<file path="config.mk">
export PLATFORM = sky130hd
export DESIGN_NAME = ssp_port
export DESIGN_NICKNAME = d
export VERILOG_FILES = /design/src/hw/ssp_pkg.sv /design/src/hw/ssp_port.sv
export VERILOG_INCLUDE_DIRS = /design/src /design/src/hw
export SDC_FILE = /design/constraint.sdc
export NUM_CORES = 1
export LEC_CHECK = 0
export BUFFER_PORTS_ARGS = -buffer_cell sky130_fd_sc_hd__buf_2
export CAP_MARGIN = 15
export CORE_UTILIZATION = 34
export DETAILED_ROUTE_END_ITERATION = 16
export SLEW_MARGIN = 20
export SYNTH_ARGS = -nofsm -noshare
export SYNTH_HDL_FRONTEND = slang
export SYNTH_SLANG_ARGS = --single-unit
</file>
<file path="constraint.sdc">
create_clock -name core_clk -period 14 [get_ports core_clk]
set_input_delay 2.8 -clock core_clk [delete_from_list [all_inputs] [get_ports core_clk]]
set_output_delay 2.8 -clock core_clk [all_outputs]
set_load 0.05 [all_outputs]
</file>
<file path="src/hw/ssp_defines.svh">
// register offsets, field positions, reset values and word lengths of the serial port
`ifndef SSP_DEFINES_SVH
`define SSP_DEFINES_SVH
// word addresses on the plain register port
`define SSP_ADDR_STAT 4'h0
`define SSP_ADDR_CON1 4'h1
`define SSP_ADDR_CON2 4'h2
`define SSP_ADDR_BUF 4'h3
// status register fields
`define SSP_STAT_EN 15
`define SSP_STAT_SIDL 13
`define SSP_STAT_ROV 6
`define SSP_STAT_TBF 1
`define SSP_STAT_RBF 0
// control register one fields
`define SSP_C1_CLOCK_OUTPUT_DISABLE 12
`define SSP_C1_DATA_OUTPUT_DISABLE 11
`define SSP_C1_WORD_SIZE_SELECT 10
`define SSP_C1_SMP 9
`define SSP_C1_CKE 8
`define SSP_C1_SELECT_INPUT_ENABLE 7
`define SSP_C1_CKP 6
`define SSP_C1_MASTER_SELECT 5
`define SSP_C1_SPRE_LO 2
`define SSP_C1_PPRE_LO 0
// control register two fields
`define SSP_C2_FRAMED_MODE_ENABLE 15
`define SSP_C2_FSD 14
`define SSP_C2_FPOL 13
`define SSP_C2_FDLY 1
// writable masks and reset values
`define SSP_STAT_WMASK 16'hA000
`define SSP_C1_WMASK 16'h1FFF
`define SSP_C2_WMASK 16'hE002
`define SSP_REG_RESET 16'h0000
// word lengths in bits
`define SSP_BITS_BYTE 5'h08
`define SSP_BITS_WORD 5'h10
`endif

</file>
<file path="src/hw/ssp_pkg.sv">
// types shared by the serial port design
package ssp_pkg;
    typedef enum logic [2:0] {
        SSP_IDLE = 3'b001,
        SSP_SHIFT = 3'b010,
        SSP_DONE = 3'b100
    } ssp_state_t;

    // register port request
    typedef struct packed {
        logic [3:0] addr;
        logic [15:0] wdata;
        logic wr;
        logic rd;
    } ssp_req_t;

    // serial pins seen from the block, three signals per two-way pin
    typedef struct packed {
        logic sck_o;
        logic sck_oe;
        logic sdo_o;
        logic sdo_oe;
        logic ss_o;
        logic ss_oe;
    } ssp_pins_out_t;

    typedef struct packed {
        logic sck_i;
        logic sdi_i;
        logic ss_i;
    } ssp_pins_in_t;

    // event outputs
    typedef struct packed {
        logic done_flag;
        logic done_irq;
        logic err_irq;
    } ssp_events_t;
endpackage

</file>
<file path="src/hw/ssp_port.sv">
// serial peripheral port: registers, prescalers, shifter and frame sync
`timescale 1ns/10ps
`include "ssp_defines.svh"

module ssp_port (
    // clock and reset
    input wire logic core_clk,
    input wire logic resetn,
    // device idle indication
    input wire logic dev_idle,
    // register port
    input wire ssp_pkg::ssp_req_t req,
    output logic [15:0] rdata,
    // serial pins
    input wire ssp_pkg::ssp_pins_in_t pins_in,
    output ssp_pkg::ssp_pins_out_t pins_out,
    // events
    output ssp_pkg::ssp_events_t events,
    input wire logic done_enable
);
    import ssp_pkg::*;

    typedef struct packed {
        ssp_state_t st;
        logic [15:0] stat;
        logic [15:0] con1;
        logic [15:0] con2;
        logic [15:0] shreg;
        logic [15:0] txb;
        logic [15:0] rxb;
        logic [4:0] bitcnt;
        logic [7:0] div;
        logic sck_int;
        logic sck_prev;
        logic ss_prev;
        logic fs_pend;
        logic [15:0] rdata;
        ssp_pins_out_t pins;
        ssp_events_t ev;
    } ssp_state_all_t;

    ssp_state_all_t s_r;
    ssp_state_all_t s_nxt;

    // primary ratio 1,4,16,64 from its two-bit code
    function automatic logic [7:0] prim_ratio(input logic [1:0] code);
        unique case (code)
            2'h3: prim_ratio = 8'h01;
            2'h2: prim_ratio = 8'h04;
            2'h1: prim_ratio = 8'h10;
            2'h0: prim_ratio = 8'h40;
        endcase
    endfunction

    // half period in core clocks; product of both ratios, halved, at least one
    function automatic logic [8:0] half_period(input logic [15:0] c1);
        logic [11:0] full;
        full = 12'(prim_ratio(c1[`SSP_C1_PPRE_LO +: 2]))
            * 12'(4'h8 - {1'b0, c1[`SSP_C1_SPRE_LO +: 3]});
        half_period = (full[11:1] == 11'h000) ? 9'h001 : full[9:1];
    endfunction

    logic en;
    logic master;
    logic halted;
    logic [4:0] nbits;
    logic framed;
    logic fs_act;
    logic ss_ok;
    logic sck_pin;
    logic lead_edge;
    logic trail_edge;
    logic [8:0] hp;

    // decoded controls
    always_comb begin
        en = s_r.stat[`SSP_STAT_EN];
        master = s_r.con1[`SSP_C1_MASTER_SELECT];
        halted = s_r.stat[`SSP_STAT_SIDL] & dev_idle;
        nbits = s_r.con1[`SSP_C1_WORD_SIZE_SELECT] ? `SSP_BITS_WORD : `SSP_BITS_BYTE;
        framed = s_r.con2[`SSP_C2_FRAMED_MODE_ENABLE];
        // sync level as seen on the select pin
        fs_act = s_r.con2[`SSP_C2_FPOL] ? pins_in.ss_i : ~pins_in.ss_i;
        ss_ok = ~s_r.con1[`SSP_C1_SELECT_INPUT_ENABLE] | ~pins_in.ss_i | framed;
        // clock level normalised to idle-low, then edges
        sck_pin = pins_in.sck_i ^ s_r.con1[`SSP_C1_CKP];
        lead_edge = sck_pin & ~s_r.sck_prev;
        trail_edge = ~sck_pin & s_r.sck_prev;
        hp = half_period(s_r.con1);
    end

    // next-state logic for the whole block
    always_comb begin
        logic do_sample;
        logic do_shift;
        logic word_end;
        logic cke;
        do_sample = 1'b0;
        do_shift = 1'b0;
        word_end = 1'b0;
        cke = s_r.con1[`SSP_C1_CKE] & ~framed;
        s_nxt = s_r;
        s_nxt.ev.done_flag = 1'b0;
        s_nxt.ev.err_irq = 1'b0;
        s_nxt.sck_prev = sck_pin;
        s_nxt.ss_prev = fs_act;
        s_nxt.rdata = 16'h0000;

        // register reads; buffer read empties the receive side
        if (req.rd) begin
            unique case (req.addr)
                `SSP_ADDR_STAT: s_nxt.rdata = s_r.stat;
                `SSP_ADDR_CON1: s_nxt.rdata = s_r.con1;
                `SSP_ADDR_CON2: s_nxt.rdata = s_r.con2;
                `SSP_ADDR_BUF: begin
                    s_nxt.rdata = s_r.rxb;
                    s_nxt.stat[`SSP_STAT_RBF] = 1'b0;
                    s_nxt.stat[`SSP_STAT_ROV] = 1'b0;
                end
                default: s_nxt.rdata = 16'h0000;
            endcase
        end
        // register writes; overflow is write-zero-to-clear
        if (req.wr) begin
            unique case (req.addr)
                `SSP_ADDR_STAT: begin
                    s_nxt.stat = (s_r.stat & ~`SSP_STAT_WMASK) | (req.wdata & `SSP_STAT_WMASK);
                    if (!req.wdata[`SSP_STAT_ROV]) begin
                        s_nxt.stat[`SSP_STAT_ROV] = 1'b0;
                    end
                end
                `SSP_ADDR_CON1: s_nxt.con1 = req.wdata & `SSP_C1_WMASK;
                `SSP_ADDR_CON2: s_nxt.con2 = req.wdata & `SSP_C2_WMASK;
                `SSP_ADDR_BUF: begin
                    s_nxt.txb = req.wdata;
                    s_nxt.stat[`SSP_STAT_TBF] = 1'b1;
                end
                default: s_nxt.txb = s_r.txb;
            endcase
        end

        // transfer engine; disabled port returns to idle
        if (!en) begin
            s_nxt.st = SSP_IDLE;
            s_nxt.sck_int = 1'b0;
            s_nxt.bitcnt = 5'h00;
            s_nxt.fs_pend = 1'b0;
        end else if (!halted) begin
            unique case (s_r.st)
                SSP_IDLE: begin
                    s_nxt.bitcnt = 5'h00;
                    s_nxt.div = 8'h00;
                    s_nxt.sck_int = 1'b0;
                    // in master mode a pending word goes into the shifter before the clock runs
                    if (s_r.stat[`SSP_STAT_TBF] && !s_r.stat[`SSP_STAT_ROV]) begin
                        if (master) begin
                            s_nxt.shreg = s_r.txb;
                            s_nxt.stat[`SSP_STAT_TBF] = req.wr && req.addr == `SSP_ADDR_BUF;
                            s_nxt.st = SSP_SHIFT;
                            s_nxt.fs_pend = framed & ~s_r.con2[`SSP_C2_FSD];
                        end
                    end
                    if (!master && !s_r.stat[`SSP_STAT_ROV] && ss_ok) begin
                        if (!framed || (fs_act && !s_r.ss_prev)) begin
                            s_nxt.st = SSP_SHIFT;
                        end
                    end
                end
                SSP_SHIFT: begin
                    // master generates its own clock from the prescalers
                    if (master) begin
                        if ({1'b0, s_r.div} + 9'h001 >= hp) begin
                            s_nxt.div = 8'h00;
                            s_nxt.sck_int = ~s_r.sck_int;
                            do_sample = ~s_r.sck_int;
                            do_shift = s_r.sck_int;
                        end else begin
                            s_nxt.div = s_r.div + 8'h01;
                        end
                        if (do_shift) begin
                            s_nxt.fs_pend = 1'b0;
                        end
                    end else if (!s_r.stat[`SSP_STAT_ROV]) begin
                        do_sample = lead_edge;
                        do_shift = trail_edge;
                    end
                    // edge select swaps which edge samples and which shifts
                    if (cke) begin
                        {do_sample, do_shift} = {do_shift, do_sample};
                    end
                    if (do_sample) begin
                        s_nxt.shreg = {s_r.shreg[14:0], pins_in.sdi_i};
                        s_nxt.bitcnt = s_r.bitcnt + 5'h01;
                        word_end = (s_r.bitcnt + 5'h01) == nbits;
                    end
                    if (word_end) begin
                        s_nxt.st = SSP_DONE;
                    end
                end
                SSP_DONE: begin
                    // let the last half clock finish before handing over
                    if (!master || s_r.sck_int == 1'b0 || cke) begin
                        s_nxt.sck_int = 1'b0;
                        s_nxt.st = SSP_IDLE;
                        s_nxt.ev.done_flag = 1'b1;
                        if (s_r.stat[`SSP_STAT_RBF]) begin
                            s_nxt.stat[`SSP_STAT_ROV] = 1'b1;
                            s_nxt.ev.err_irq = 1'b1;
                        end else begin
                            s_nxt.rxb = s_r.con1[`SSP_C1_WORD_SIZE_SELECT] ? s_r.shreg
                                : {8'h00, s_r.shreg[7:0]};
                            s_nxt.stat[`SSP_STAT_RBF] = 1'b1;
                        end
                        // slave preloads the next word once the copy is done
                        if (!master && s_r.stat[`SSP_STAT_TBF]) begin
                            s_nxt.shreg = s_r.txb;
                            // a buffer write in this very cycle keeps the flag up
                            s_nxt.stat[`SSP_STAT_TBF] = req.wr && req.addr == `SSP_ADDR_BUF;
                        end
                    end else if ({1'b0, s_r.div} + 9'h001 >= hp) begin
                        s_nxt.div = 8'h00;
                        s_nxt.sck_int = 1'b0;
                    end else begin
                        s_nxt.div = s_r.div + 8'h01;
                    end
                end
                default: s_nxt.st = SSP_IDLE;
            endcase
        end

        // pin drive; disables release the pins to port control
        s_nxt.pins.sck_oe = en & master & ~s_nxt.con1[`SSP_C1_CLOCK_OUTPUT_DISABLE];
        s_nxt.pins.sck_o = s_nxt.sck_int ^ s_nxt.con1[`SSP_C1_CKP];
        s_nxt.pins.sdo_oe = en & ~s_nxt.con1[`SSP_C1_DATA_OUTPUT_DISABLE];
        s_nxt.pins.sdo_o = s_nxt.con1[`SSP_C1_WORD_SIZE_SELECT] ? s_nxt.shreg[15] : s_nxt.shreg[7];
        s_nxt.pins.ss_oe = en & framed & ~s_nxt.con2[`SSP_C2_FSD];
        // edge bit set or clear: pulse rides the first bit, from shifter start to its shift edge
        s_nxt.pins.ss_o = s_nxt.con2[`SSP_C2_FPOL] ~^ (s_nxt.fs_pend
            & (s_nxt.con2[`SSP_C2_FDLY] | s_nxt.st == SSP_SHIFT));
        s_nxt.ev.done_irq = s_nxt.ev.done_flag & done_enable;
    end

    // one register for the entire state
    always_ff @(posedge core_clk) begin
        if (!resetn) begin
            s_r <= '{st: SSP_IDLE, stat: `SSP_REG_RESET, con1: `SSP_REG_RESET,
                con2: `SSP_REG_RESET, pins: '{ss_o: 1'b1, default: 1'b0}, default: '0};
        end else begin
            s_r <= s_nxt;
        end
    end

    assign rdata = s_r.rdata;
    assign pins_out = s_r.pins;
    assign events = s_r.ev;
endmodule

</file>
==> flow_metrics.tcl <==
set metrics [dict create \
    clk_path_buf_depth 2 \
    antenna_found_initial 0 \
    synth_ff_type "dfxtp_1" \
    post_cts_buffers 0 \
    cts_sinks 115 \
    grt.busiest_layer "met2" \
    fillers 1758 \
    power.leakage_nw 2.54 \
    drt.antenna.violating_nets 0 \
    cts_buffers 17 \
    route.detailed.drc 0 \
    grt_util_met3_pct 3.74 \
    irDropWorstVdd_mv 0.0760 \
    dp_hpwl_um 11000 \
    finish.utilization_pct 40.2 \
    arrival_ns 6.56 \
    slew-limit-headroom_pct 24.6 \
    period_share_pct 44.7 \
    p_int_w 0.000623 \
    drt_wl_total_um 15300 \
    layout-drive-gt1-share_pct 15.2 \
    drtIter0Drc 361 \
    yosysWarnings 0 \
    nets 781 \
    cts_htree_levels 4 \
    pwr-share-seq_pct 41.5 \
    p_per_area_nw_per_um2 118 \
    postCtsHoldBufs 0 \
    cts_root_buf "clkbuf_16" \
    cpMostUsedCell "ha_1" \
    diodes 0 \
    finalWeightedCongestion 0.852 \
    cp_slowest_cell "a211oi_1" \
    tightestPinTransition_ns 1.13 \
    critical_path_class "reg2reg" \
    slowest_delay_ns 0.48 \
    cts_tree "yes" \
    finClkSkew_ns 0.00812 \
    crit_fanout 16 \
    net-switching-power_w 0.000176 \
    area_growth_pct 13.9 \
    slew_viol_final 0 \
    routed_via_density 5.20 \
    rsz0062_at_grt "false" \
    power_frac_clock_pct 54.9 \
    die_x_um 134 \
    grt_use_total_pct 17.9 \
    p_sw_share_pct 22.0 \
    clk_pin_slew_ns 0.06 \
    grt_pass1_wl_um 24700 \
    rows 47 \
    start_util_pct 35.3 \
    synth_seq_cells 115 \
    finalHoldViolCount 0 \
    synth_edf_count 0 \
    fmax_ghz 0.160 \
    use_met1_pct 25.1 \
    clk_latency_ns 0.42 \
    coreArea_um2 16800 \
    drtPass1Iterations 5 \
    synthCells 714 \
    critPathLaunchType "flip-flop" \
    use_met2_pct 26.9 \
    async_reset_ff_share_pct 0 \
    critical_path.endpoint_type "flip-flop" \
    grt_overflow 0 \
    ys_types 70 \
    layout_min_cycle_time_ns 6.26 \
    dieArea_um2 18000 \
    synth.net_count 771 \
    cts_resized 0 \
    outcome "complete, no violations" \
    hold_class "reg2reg" \
    yosysSeqAreaShare_pct 38.8 \
    mappedNetlistArea_um2 5930 \
    comb_power_share_pct 3.5 \
    tns_ns 0 \
    synth.avg_cell_area_um2 8.31 \
    grt_pass1_vias 4546 \
    power_w 0.000799 \
    hold_ws_ns 0.451 \
    required_ns 14.30 \
    grt_max_degree 73 \
    ios 54 \
    vias 4978 \
    finalSetupViolCount 0 \
    avgRoutedWirePerCell_um 16.0 \
    drv_cap 0 \
    io_buffers 53 \
    die_y_um 134 \
]
[layout by cell type, fill, tap and decap left out, drive strengths merged, types with 13 or more instances in the layout]
cell,count
nand3,17
ha,26
a22oi,27
a21oi,61
inv,23
dfxtp,115
nor3,14
a211oi,18
buf,57
xnor2,13
nor2b,13
nor2,60
and2,18
nand2,109
clkbuf,19
[worst paths after layout]
check	startpoint	endpoint	slack, ns	cells past startpoint
max reg2reg	s_r[108]$_SDFFE_PN0P_	pins_out[3]$_SDFF_PN0_	7.74	27
min	s_r[54]$_SDFFE_PN0P_	s_r[54]$_SDFFE_PN0P_	0.45	2
min reg2reg	s_r[54]$_SDFFE_PN0P_	s_r[54]$_SDFFE_PN0P_	0.45	2
max	s_r[108]$_SDFFE_PN0P_	pins_out[3]$_SDFF_PN0_	7.74	27
[metal layers]
metal,vias up,share of wire [%]
met5,-,0
met4,0,2.1
met3,23,5.7
met2,136,44
met1,2308,49
li1,2511,-
[sequential cells by signal, summed over array words and instances (netlist names)]
signal,cells
rdata,16
s_r,87
framed,1
en,1
master,1
pins_out,6
events,3
[worst max-delay path: cells and delay by family, from the launching register on]
family                   cells  cell delay [ns]
AND/OR/NAND/NOR              6             1.31
AO/OA/AOI/OAI               10             2.42
buffers and inverters        4             0.31
XOR/XNOR                     1             0.12
adder cells (fa/ha/maj)      6             1.56
flip-flops                   1             0.42
[metrics by stage]
step	area (µm²)	worst slack, ns	instances
final	6760	7.74	957
after global routing	6760	7.30	957
after floorplan	5930	8.21	714
after CTS	6760	7.75	957
after detailed placement	6150	7.77	925
after global placement	6150	7.91	925
[power by group through the flow]
stage | registers, W | clock network (W) | logic, W
detailed placement | 0.000338 | 0 | 0.0000283
global placement | 0.000338 | 0 | 0.0000285
CTS | 0.000331 | 0.000445 | 0.0000284
finish | 0.000332 | 0.000439 | 0.0000283
global route | 0.000332 | 0.000462 | 0.0000312
floorplan | 0.000337 | 0 | 0.0000179
[kinds of logic after synthesis]
logic type                 count (synthesis)  synth area share (%)
AOI/OAI and AO/OA                        163                  18.4
buffers and inverters                     88                  7.36
muxes                                     14                  2.62
xor gates and xnor gates                  18                  2.66
DFF                                      115                  38.8
adders and majority gates                 28                  6.16
and+or+nand+nor                          288                  24.0
[synthesized netlist by cell type (all sizes together), types with 14 or more instances]
cell / count / area [µm²]
inv: 22 / 82.6
dfxtp: 115 / 2300
nand3: 17 / 90.1
and2: 18 / 113
nor3: 14 / 70.1
a211oi: 18 / 140
nor2: 60 / 225
clkbuf: 31 / 116
nand2: 109 / 409
ha: 26 / 325
a21oi: 61 / 305
buf: 35 / 238
a22oi: 27 / 203
[layout make-up]
type                            count  area, µm²  share of cell area [%]
Tap cell                          220        275                    4.07
Timing Repair Buffer               57        295                    4.37
Clock buffer                       19        443                    6.56
Sequential cell                   115       2300                    34.1
Clock inverter                     13        159                    2.35
Inverter                           22       82.6                    1.22
Multi-Input combinational cell    511       3200                    47.3
No activity file was read; power rests on OpenSTA's default activity.
